===== config.mk =====
export PLATFORM = sky130hd
export DESIGN_NAME = dmd_engine
export DESIGN_NICKNAME = d
export VERILOG_FILES = /design/src/core/dmd_top_note.sv /design/src/core/dmd_pkg.sv /design/src/core/dmd_engine.sv
export SDC_FILE = /design/constraint.sdc
export NUM_CORES = 2
export LEC_CHECK = 0
export BUFFER_PORTS_ARGS = -buffer_cell sky130_fd_sc_hd__buf_2
export CORE_MARGIN = 2
export CORE_UTILIZATION = 57
export DETAILED_ROUTE_END_ITERATION = 10
export PLACE_DENSITY = 0.78
export SLEW_MARGIN = 10
export SYNTH_ARGS = -nofsm -noshare
export SYNTH_HDL_FRONTEND = slang
export SYNTH_SLANG_ARGS = --single-unit

===== constraint.sdc =====
create_clock -name clk_sys_i -period 13.6 [get_ports clk_sys_i]
set_input_delay 1.36 -clock clk_sys_i [delete_from_list [all_inputs] [get_ports clk_sys_i]]
set_output_delay 1.36 -clock clk_sys_i [all_outputs]
set_load 0.01 [all_outputs]

===== src/core/dmd_top_note.sv =====
`timescale 1ns/100ps


===== src/core/dmd_pkg.sv =====
package dmd_pkg;
    typedef enum logic [1:0] {SPACE_PROG, SPACE_DATA, SPACE_IO} dmd_space_t;
    typedef enum logic [3:0] {TGT_RESERVED, TGT_SERIAL, TGT_SCRATCH, TGT_DUAL0, TGT_SINGLE1,
                              TGT_SINGLE2, TGT_SINGLE3, TGT_SINGLE4, TGT_FIFO} dmd_target_t;
    typedef struct packed {
        dmd_target_t tgt;
        logic [3:0]  sel;   // serial: {port, register}
    } dmd_hit_t;
    typedef struct packed {
        logic        req;
        logic        we;
        dmd_target_t tgt;
        logic [3:0]  sel;
        logic [15:0] addr;
        logic [15:0] wdata;
    } dmd_mem_t;
    // map boundaries
    localparam logic [15:0] SP0_BASE     = 16'h0020;
    localparam logic [15:0] SP2_BASE     = 16'h0030;
    localparam logic [15:0] SP1_BASE     = 16'h0040;
    localparam logic [15:0] LOW_END      = 16'h0060;
    localparam logic [15:0] SCRATCH_END  = 16'h0080;
    localparam logic [15:0] SINGLE1_BASE = 16'h4000;
    localparam logic [15:0] UPPER_BASE   = 16'h8000;
    localparam logic [15:0] SINGLE4_BASE = 16'hF000;
    localparam logic [6:0]  PAGE_0       = 7'h00;
    localparam logic [6:0]  PAGE_1       = 7'h01;
    localparam logic [6:0]  PAGE_2       = 7'h02;
    localparam logic [6:0]  PAGE_3       = 7'h03;
    localparam logic [1:0]  SP_PORT0     = 2'h0;
    localparam logic [1:0]  SP_PORT1     = 2'h1;
    localparam logic [1:0]  SP_PORT2     = 2'h2;
    // phase lengths in cpu cycles
    localparam int          READ_CYCLES  = 2;
    localparam int          WRITE_CYCLES = 2;
    // apb register map
    localparam logic [11:0] REG_SRC_PAGE = 12'h000;
    localparam logic [11:0] REG_DST_PAGE = 12'h004;
    localparam logic [11:0] REG_STATUS   = 12'h008;
    localparam logic [3:0]  CH_REGION    = 4'h1;
    localparam logic [1:0]  FLD_CFG      = 2'h0;
    localparam logic [1:0]  FLD_SRC      = 2'h1;
    localparam logic [1:0]  FLD_DST      = 2'h2;
    localparam logic [1:0]  FLD_CNT      = 2'h3;
    // channel config bits
    localparam int          CFG_EN       = 0;
    localparam int          CFG_HIGH     = 1;
    localparam int          CFG_DWORD    = 2;
    localparam int          CFG_SSP      = 4;
    localparam int          CFG_DSP      = 6;
    localparam int          PAGE_W       = 7;
endpackage : dmd_pkg


===== src/core/dmd_engine.sv =====
`timescale 1ns/100ps
`default_nettype none
module dmd_engine #(
    parameter int NCH = 6
) (
    input  wire logic             clk_sys_i,
    input  wire logic             sys_rst_i,
    // apb slave
    input  wire logic             psel_i,
    input  wire logic             penable_i,
    input  wire logic             pwrite_i,
    input  wire logic [11:0]      paddr_i,
    input  wire logic [31:0]      pwdata_i,
    output logic      [31:0]      prdata_o,
    output logic                  pready_o,
    output logic                  pslverr_o,
    // on-chip access port
    output dmd_pkg::dmd_mem_t     mem_o,
    input  wire logic [15:0]      mem_rdata_i,
    output logic      [NCH-1:0]   done_o
);
    localparam int CW = $clog2(NCH);

    typedef enum logic [2:0] {ST_IDLE, ST_RD, ST_RD_END, ST_WR, ST_WR_END} dmd_state_t;

    logic [7:0]                  cfg_ff [NCH];
    logic [15:0]                 src_ff [NCH];
    logic [15:0]                 dst_ff [NCH];
    logic [15:0]                 cnt_ff [NCH];
    logic [dmd_pkg::PAGE_W-1:0]  spage_ff;
    logic [dmd_pkg::PAGE_W-1:0]  dpage_ff;
    dmd_state_t                  state_ff;
    logic [CW-1:0]               cur_ff;
    logic [CW-1:0]               last_hi_ff;
    logic [CW-1:0]               last_lo_ff;
    logic                        half_ff;
    logic [15:0]                 data_ff;
    dmd_pkg::dmd_target_t        last_tgt_ff;
    dmd_pkg::dmd_mem_t           mem_ff;
    logic [NCH-1:0]              done_ff;
    logic [31:0]                 prdata_ff;
    logic                        pready_ff;
    logic                        pslverr_ff;

    logic [NCH-1:0]              act_hi;
    logic [NCH-1:0]              act_lo;
    logic                        grant_ok;
    logic [CW-1:0]               grant_ch;
    logic                        grant_hi;
    logic                        xfer_end;
    logic                        elem_end;
    logic                        apb_wr;
    logic                        ch_hit;
    logic [CW-1:0]               ch_idx;
    dmd_pkg::dmd_hit_t           src_hit;
    dmd_pkg::dmd_hit_t           dst_hit;

    // serial data window, common to page 00 and data space
    function automatic dmd_pkg::dmd_hit_t low_decode(input logic [15:0] off);
        dmd_pkg::dmd_hit_t h;
        h.tgt = dmd_pkg::TGT_RESERVED;
        h.sel = 4'h0;
        if (off[15:2] == dmd_pkg::SP0_BASE[15:2]) begin
            h.tgt = dmd_pkg::TGT_SERIAL;
            h.sel = {dmd_pkg::SP_PORT0, off[1:0]};
        end else if (off[15:2] == dmd_pkg::SP2_BASE[15:2]) begin
            h.tgt = dmd_pkg::TGT_SERIAL;
            h.sel = {dmd_pkg::SP_PORT2, off[1:0]};
        end else if (off[15:2] == dmd_pkg::SP1_BASE[15:2]) begin
            h.tgt = dmd_pkg::TGT_SERIAL;
            h.sel = {dmd_pkg::SP_PORT1, off[1:0]};
        end
        return h;
    endfunction : low_decode

    // map takes no mode bits at all, so no boot or overlay setting can move it
    function automatic dmd_pkg::dmd_hit_t map_decode(input logic [1:0] sp,
                                                     input logic [dmd_pkg::PAGE_W-1:0] pg,
                                                     input logic [15:0] off);
        dmd_pkg::dmd_hit_t h;
        h.tgt = dmd_pkg::TGT_RESERVED;
        h.sel = 4'h0;
        if (sp == dmd_pkg::SPACE_IO) begin
            h.tgt = dmd_pkg::TGT_FIFO;
        end else if (sp == dmd_pkg::SPACE_DATA) begin
            if (off < dmd_pkg::LOW_END) begin
                h = low_decode(off);
            end else if (off < dmd_pkg::SCRATCH_END) begin
                h.tgt = dmd_pkg::TGT_SCRATCH;
            end else if (off < dmd_pkg::SINGLE1_BASE) begin
                h.tgt = dmd_pkg::TGT_DUAL0;
            end else if (off < dmd_pkg::UPPER_BASE) begin
                h.tgt = dmd_pkg::TGT_SINGLE1;
            end else begin
                h.tgt = dmd_pkg::TGT_SINGLE2;
            end
        end else if (sp == dmd_pkg::SPACE_PROG && pg <= dmd_pkg::PAGE_3) begin
            if (off < dmd_pkg::LOW_END) begin
                if (pg == dmd_pkg::PAGE_0) begin
                    h = low_decode(off);
                end
            end else if (off < dmd_pkg::SINGLE1_BASE) begin
                h.tgt = dmd_pkg::TGT_DUAL0;
            end else if (off < dmd_pkg::UPPER_BASE) begin
                h.tgt = dmd_pkg::TGT_SINGLE1;
            end else if (pg == dmd_pkg::PAGE_0) begin
                h.tgt = dmd_pkg::TGT_SINGLE2;
            end else if (pg == dmd_pkg::PAGE_1) begin
                h.tgt = dmd_pkg::TGT_SINGLE3;
            end else if (pg == dmd_pkg::PAGE_2 && off >= dmd_pkg::SINGLE4_BASE) begin
                h.tgt = dmd_pkg::TGT_SINGLE4;
            end
        end
        return h;
    endfunction : map_decode

    // rotating pick: first set bit after the previous winner
    function automatic logic [CW:0] rr_pick(input logic [NCH-1:0] req, input logic [CW-1:0] last);
        logic [CW:0] r;
        int          k;
        r = '0;
        for (int i = NCH; i >= 1; i--) begin
            k = (int'(last) + i) % NCH;
            if (req[k]) begin
                r = {1'b1, CW'(k)};
            end
        end
        return r;
    endfunction : rr_pick

    // per-channel activity, sampled by the arbiter only while idle; status reads |act_hi at any time
    for (genvar g = 0; g < NCH; g++) begin : g_act
        assign act_hi[g] = cfg_ff[g][dmd_pkg::CFG_EN] & cfg_ff[g][dmd_pkg::CFG_HIGH] & (cnt_ff[g] != 16'h0000);
        assign act_lo[g] = cfg_ff[g][dmd_pkg::CFG_EN] & ~cfg_ff[g][dmd_pkg::CFG_HIGH] & (cnt_ff[g] != 16'h0000);
    end

    // low channels only see the arbiter when the high set is empty
    always_comb begin
        logic [CW:0] ph;
        logic [CW:0] pl;
        ph = rr_pick(act_hi, last_hi_ff);
        pl = rr_pick(act_lo, last_lo_ff);
        grant_hi = |act_hi;
        grant_ok = grant_hi ? ph[CW] : pl[CW];
        grant_ch = grant_hi ? ph[CW-1:0] : pl[CW-1:0];
    end

    // source and destination decode of the channel in flight
    assign src_hit  = map_decode(cfg_ff[cur_ff][dmd_pkg::CFG_SSP +: 2], spage_ff, src_ff[cur_ff]);
    assign dst_hit  = map_decode(cfg_ff[cur_ff][dmd_pkg::CFG_DSP +: 2], dpage_ff, dst_ff[cur_ff]);
    assign xfer_end = (state_ff == ST_WR_END);
    assign elem_end = xfer_end & (~cfg_ff[cur_ff][dmd_pkg::CFG_DWORD] | half_ff);

    // apb decode
    assign apb_wr = psel_i & penable_i & pwrite_i & pready_ff;
    assign ch_hit = (paddr_i[11:8] == dmd_pkg::CH_REGION) && (paddr_i[7:4] < 4'(NCH));
    assign ch_idx = paddr_i[4 +: CW];

    // channel registers; a software write wins over the engine's update
    for (genvar g = 0; g < NCH; g++) begin : g_ch
        always_ff @(posedge clk_sys_i or posedge sys_rst_i) begin
            if (sys_rst_i) begin
                cfg_ff[g] <= 8'h00;
                src_ff[g] <= 16'h0000;
                dst_ff[g] <= 16'h0000;
                cnt_ff[g] <= 16'h0000;
            end else if (apb_wr && ch_hit && ch_idx == CW'(g)) begin
                if (paddr_i[3:2] == dmd_pkg::FLD_CFG) begin
                    cfg_ff[g] <= pwrite_i ? pwdata_i[7:0] : cfg_ff[g];
                end else if (paddr_i[3:2] == dmd_pkg::FLD_SRC) begin
                    src_ff[g] <= pwdata_i[15:0];
                end else if (paddr_i[3:2] == dmd_pkg::FLD_DST) begin
                    dst_ff[g] <= pwdata_i[15:0];
                end else begin
                    cnt_ff[g] <= pwdata_i[15:0];
                end
            end else if (xfer_end && cur_ff == CW'(g)) begin
                src_ff[g] <= src_ff[g] + 16'h0001;
                dst_ff[g] <= dst_ff[g] + 16'h0001;
                if (elem_end) begin
                    cnt_ff[g] <= cnt_ff[g] - 16'h0001;
                    if (cnt_ff[g] == 16'h0001) begin
                        cfg_ff[g][dmd_pkg::CFG_EN] <= 1'b0;
                    end
                end
            end
        end
    end

    // page registers never move with the address, so the offset wraps in-page
    always_ff @(posedge clk_sys_i or posedge sys_rst_i) begin
        if (sys_rst_i) begin
            spage_ff <= '0;
            dpage_ff <= '0;
        end else if (apb_wr && paddr_i == dmd_pkg::REG_SRC_PAGE) begin
            spage_ff <= pwdata_i[dmd_pkg::PAGE_W-1:0];
        end else if (apb_wr && paddr_i == dmd_pkg::REG_DST_PAGE) begin
            dpage_ff <= pwdata_i[dmd_pkg::PAGE_W-1:0];
        end
    end

    // apb answer: one wait state, pready registered
    always_ff @(posedge clk_sys_i or posedge sys_rst_i) begin
        if (sys_rst_i) begin
            pready_ff  <= 1'b0;
            pslverr_ff <= 1'b0;
            prdata_ff  <= 32'h0000_0000;
        end else begin
            pready_ff  <= psel_i & penable_i & ~pready_ff;
            pslverr_ff <= 1'b0;
            prdata_ff  <= 32'h0000_0000;
            if (psel_i && penable_i && !pready_ff) begin
                if (paddr_i == dmd_pkg::REG_SRC_PAGE) begin
                    prdata_ff <= 32'(spage_ff);
                end else if (paddr_i == dmd_pkg::REG_DST_PAGE) begin
                    prdata_ff <= 32'(dpage_ff);
                end else if (paddr_i == dmd_pkg::REG_STATUS) begin
                    prdata_ff <= {22'h00_0000, last_tgt_ff, 3'(cur_ff), half_ff,
                                  (state_ff != ST_IDLE), |act_hi};
                end else if (ch_hit && paddr_i[3:2] == dmd_pkg::FLD_CFG) begin
                    prdata_ff <= {24'h00_0000, cfg_ff[ch_idx]};
                end else if (ch_hit && paddr_i[3:2] == dmd_pkg::FLD_SRC) begin
                    prdata_ff <= {16'h0000, src_ff[ch_idx]};
                end else if (ch_hit && paddr_i[3:2] == dmd_pkg::FLD_DST) begin
                    prdata_ff <= {16'h0000, dst_ff[ch_idx]};
                end else if (ch_hit) begin
                    prdata_ff <= {16'h0000, cnt_ff[ch_idx]};
                end else begin
                    pslverr_ff <= 1'b1; // unmapped
                end
            end
        end
    end

    // transfer sequencer: every phase is internal, so always two cycles each
    always_ff @(posedge clk_sys_i or posedge sys_rst_i) begin
        if (sys_rst_i) begin
            state_ff    <= ST_IDLE;
            cur_ff      <= '0;
            last_hi_ff  <= CW'(NCH - 1);
            last_lo_ff  <= CW'(NCH - 1);
            half_ff     <= 1'b0;
            data_ff     <= 16'h0000;
            last_tgt_ff <= dmd_pkg::TGT_RESERVED;
            mem_ff      <= '0;
            done_ff     <= '0;
        end else begin
            mem_ff.req <= 1'b0;
            done_ff    <= '0;
            case (state_ff)
                ST_IDLE: begin
                    half_ff <= 1'b0;
                    if (grant_ok) begin
                        cur_ff   <= grant_ch;
                        state_ff <= ST_RD;
                        if (grant_hi) begin
                            last_hi_ff <= grant_ch;
                        end else begin
                            last_lo_ff <= grant_ch;
                        end
                    end
                end
                ST_RD: begin
                    // reserved source: no cycle issued at all
                    mem_ff.req   <= (src_hit.tgt != dmd_pkg::TGT_RESERVED);
                    mem_ff.we    <= 1'b0;
                    mem_ff.tgt   <= src_hit.tgt;
                    mem_ff.sel   <= src_hit.sel;
                    mem_ff.addr  <= src_ff[cur_ff];
                    last_tgt_ff  <= src_hit.tgt;
                    state_ff     <= ST_RD_END;
                end
                ST_RD_END: begin
                    data_ff  <= mem_ff.req ? mem_rdata_i : 16'h0000;
                    state_ff <= ST_WR;
                end
                ST_WR: begin
                    mem_ff.req   <= (dst_hit.tgt != dmd_pkg::TGT_RESERVED);
                    mem_ff.we    <= 1'b1;
                    mem_ff.tgt   <= dst_hit.tgt;
                    mem_ff.sel   <= dst_hit.sel;
                    mem_ff.addr  <= dst_ff[cur_ff];
                    mem_ff.wdata <= data_ff;
                    last_tgt_ff  <= dst_hit.tgt;
                    state_ff     <= ST_WR_END;
                end
                ST_WR_END: begin
                    mem_ff.we <= 1'b0;
                    if (elem_end) begin
                        done_ff[cur_ff] <= 1'b1;
                        state_ff        <= ST_IDLE;
                    end else begin
                        half_ff  <= 1'b1; // second word of a 32-bit element
                        state_ff <= ST_RD;
                    end
                end
                default: begin
                    state_ff <= ST_IDLE;
                end
            endcase
        end
    end

    assign prdata_o  = prdata_ff;
    assign pready_o  = pready_ff;
    assign pslverr_o = pslverr_ff;
    assign mem_o     = mem_ff;
    assign done_o    = done_ff;
endmodule : dmd_engine
`default_nettype wire


==> results by group <==
Outcome
  • Status: complete, no violations

GRT
  • Number of global-route vias before repair: 28000
  • Total GRT Usage: about two fifths
  • Initial antenna violation count: 2
  • First-pass GRT wire length: about 170000 um
  • Congestion Overflow GR: 0
  • Pin count of the biggest net entering global routing: ~170

Hold path
  • Hold Path Origin: mem_o[16]$_DFFE_PP0P_
  • Hold endpoint: mem_o[16]$_DFFE_PP0P_
  • Hold WC Path Type: register to register
  • WHS Path Cells: 2

Floorplan
  • Std-Cell Core Area: 0.0538 mm^2
  • Initial core utilization: approximately 58%
  • Num rows: 85
  • Die area: around 0.056 mm^2
  • Ports: between 100 and 150
  • Horiz. Die Dim: between 200 and 250 um
  • Die extent in y: around 240 um

Route
  • Drc violations: 0
  • Routed WL per cell: ~27 um
  • Routed vias: around 30000
  • Via density: between 7 and 8
  • Pre-Repair DR Iteration Count: 8
  • Remaining antenna violation count: 0
  • 1st-iter DRT viols: roughly 4800
  • Post-Route WL: ~110000 um

STA
  • RSZ-0062 raised after global routing: false
  • Worst-Margin Slew: about 1.3 ns
  • Setup violations, final: 0
  • Setup tns final: 0 ns
  • Rel. slew slack: about a tenth
  • F_max: between 200 and 250 MHz
  • Period utilisation layout: ~36%
  • Tmin final: 4.94 ns
  • Final Hold Viols: 0
  • Pins Over Slew Limit: 0
  • WHS: approximately 0.46 ns
  • Fin Clk Skew: between 0.02 and 0.025 ns

Yosys
  • YS warnings: 0
  • Post-synthesis average cell area: between 8 and 9 um^2
  • Cell area after synthesis: 0.0310 mm^2
  • Share of the synthesized area in the top cell type: 35.6%
  • Number of synthesized flops with an enable pin: 0
  • Synth area leaders: dfrtp_1 (36%), mux4_2 (7.0%), a21oi_1 (6.9%), o21ai_0 (5.1%), nand2_1 (4.5%)
  • Syn Inst Count: 3620
  • Sequential fraction of the synthesis area: a little over a third
  • Synth Register Bits: 445
  • Most used DFF post-synth: dfrtp_1
  • Yosys cell types: 100
  • Most frequent cell after synthesis: dfrtp_1
  • Ys async rst share: 100%
  • List of most frequent post-synthesis cells: dfrtp_1 (441), a21oi_1 (428), nand2_1 (370)
  • Yosys top cell by area: dfrtp_1

Clock network
  • Max clock buf depth: 3
  • Clk slew on worst S/H paths: ~0.060 ns
  • Clock tree sinks: roughly 450
  • Post-cts sizing count: 0
  • Worst skew pair latency: 0.64 ns
  • Hold buffers post-CTS: 0
  • Clk Tree Root Cell: clkbuf_16
  • Inserted Clock Buffers: 50
  • H-tree levels: 2
  • CTS tree: yes
  • Setup repair bufs after CTS: 0

Placement
  • Dpl hpwl: roughly 79000 um
  • Port-buffer cells: 114
  • Post-DP Area: approximately 0.032 mm^2
  • GP Congestion: 1.03

Finish
  • Number of fill cells in the layout: roughly 4600
  • Share of layout cells above drive strength 1: 13.7%
  • Design Area, Final: ~0.033 mm^2
  • Area grow syn2layout: 7.98%
  • Nets: 3687
  • Final Util: 62.2%

Setup path
  • Worst Path Max Fanout: 42
  • Worst reg2reg path startpoint: cur_ff[0]$_DFFE_PP0P_
  • CP startpoint kind: input pin
  • FF-to-FF setup slack: 8.67 ns
  • WP data required: between 10 and 15 ns
  • CP arrival: about 5.4 ns
  • Reg2reg end: mem_o[41]$_DFF_PP0_
  • Setup Crit Path Kind: input pin to register
  • Critical Path End Type: register
  • Worst reg-to-reg path cell count: 10

Power
  • Total power: around 0.0047 W
  • VDD IR-drop max: 0.103 mV
  • Leak: roughly 14 nW
  • PwrDens: between 100 and 150 mW/mm^2

Job
  • MaxCap Viol Count: 0
[metal layers]
layer | share of wire (%) | vias to the layer above | GRT usage, %
met5 | 0 | - | 0
met4 | 7.2 | 0 | 23.7
met3 | 15 | 510 | 12.4
met2 | 41 | 2320 | 56.8
met1 | 37 | 14600 | 54.9
li1 | - | 13400 | -
[cells by family (layout without fill, tap and decap cells)]
| kind of cell | after synthesis | after routing | share of synthesized area, % |
|---|---|---|---|
| xor+xnor | 10 | 10 | 0.283 |
| mux | 290 | 290 | 13.6 |
| simple gates | 1234 | 1234 | 19.0 |
| compound gates | 1241 | 1241 | 24.4 |
| fa+ha+maj | 52 | 52 | 2.10 |
| buf+inv | 347 | 317 | 4.56 |
| other cells | 1 | 20 | 0.0121 |
| flops | 445 | 445 | 36.0 |
[registers in the layout (all words and copies together), names as in the netlist, 3 cells and up]
signal and flops:
cnt_ff 96, dst_ff 96, src_ff 96, cfg_ff 48, mem_o 38, data_ff 16
prdata_o 16, dpage_ff 7, spage_ff 7, done_o 6, last_tgt_ff 4, cur_ff 3
last_hi_ff 3, last_lo_ff 3, state_ff 3
[worst max path at each step]
| stage | slack (ns) | start | endpoint |
|---|---|---|---|
| 2_1_floorplan | 6.23 | sys_rst_i | cfg_ff[0]$_DFFE_PP0P_ |
| 3_3_place_gp | 8.34 | paddr_i[9] | dst_ff[35]$_DFFE_PP0P_ |
| 3_5_place_dp | 8.26 | paddr_i[9] | dst_ff[35]$_DFFE_PP0P_ |
| 4_1_cts | 8.87 | paddr_i[9] | src_ff[50]$_DFFE_PP0P_ |
| 5_1_grt | 8.44 | paddr_i[9] | dst_ff[45]$_DFFE_PP0P_ |
| 6_report | 8.66 | paddr_i[9] | dst_ff[33]$_DFFE_PP0P_ |
[power breakdown]
group          leakage, nW  switching (W)  internal (W)
registers             5.61       0.000201       0.00145
clock network        0.817       0.000614      0.000788
logic                 7.63        0.00103      0.000597
[cell type report]
class | count | area [um^2] | share of cell area (%)
multi-input cells | 2843 | 18500 | 55.4
clock inverters | 22 | 279 | 0.834
well taps | 696 | 871 | 2.60
clock buffers | 65 | 1400 | 4.18
flip-flops and latches | 445 | 11100 | 33.3
diodes | 4 | 10.0 | 0.0299
repair buffers | 165 | 975 | 2.91
inverters | 65 | 248 | 0.741
[stage by stage]
stage	worst slack, ns	instances
after global routing	8.44	4301
after floorplan	6.23	3635
after detailed placement	8.26	4214
final	8.66	4305
after global placement	8.34	4214
after CTS	8.87	4301
[layout by cell type (no fill, tap or decap), types with 20 or more instances in the layout]
cell,instances
or3_1,20
dfrtp_1,439
and2_1,26
mux2_2,85
mux4_2,96
nand2b_1,25
nor4_1,22
a21oi_1,427
o22a_1,92
inv_1,60
nor3_1,99
and3_1,64
a211oi_1,25
buf_2,112
buf_4,51
nor2_1,364
nand4_1,32
clkbuf_16,50
nand2_1,369
nand3_1,121
o21ai_0,310
o22ai_1,62
a31oi_1,94
mux2i_1,107
a22oi_1,20
ha_1,52
o21a_1,21
[worst max-delay path, stage by stage]
cell	delay, ns
buf_2	0.10
nor4_2	0.48
nand3_1	0.66
nor3_2	0.74
and3_1	0.24
buf_4	0.45
nor3_1	0.16
a21oi_1	0.89
o21ai_0	0.28
No activity file was read; power rests on OpenSTA's default activity.
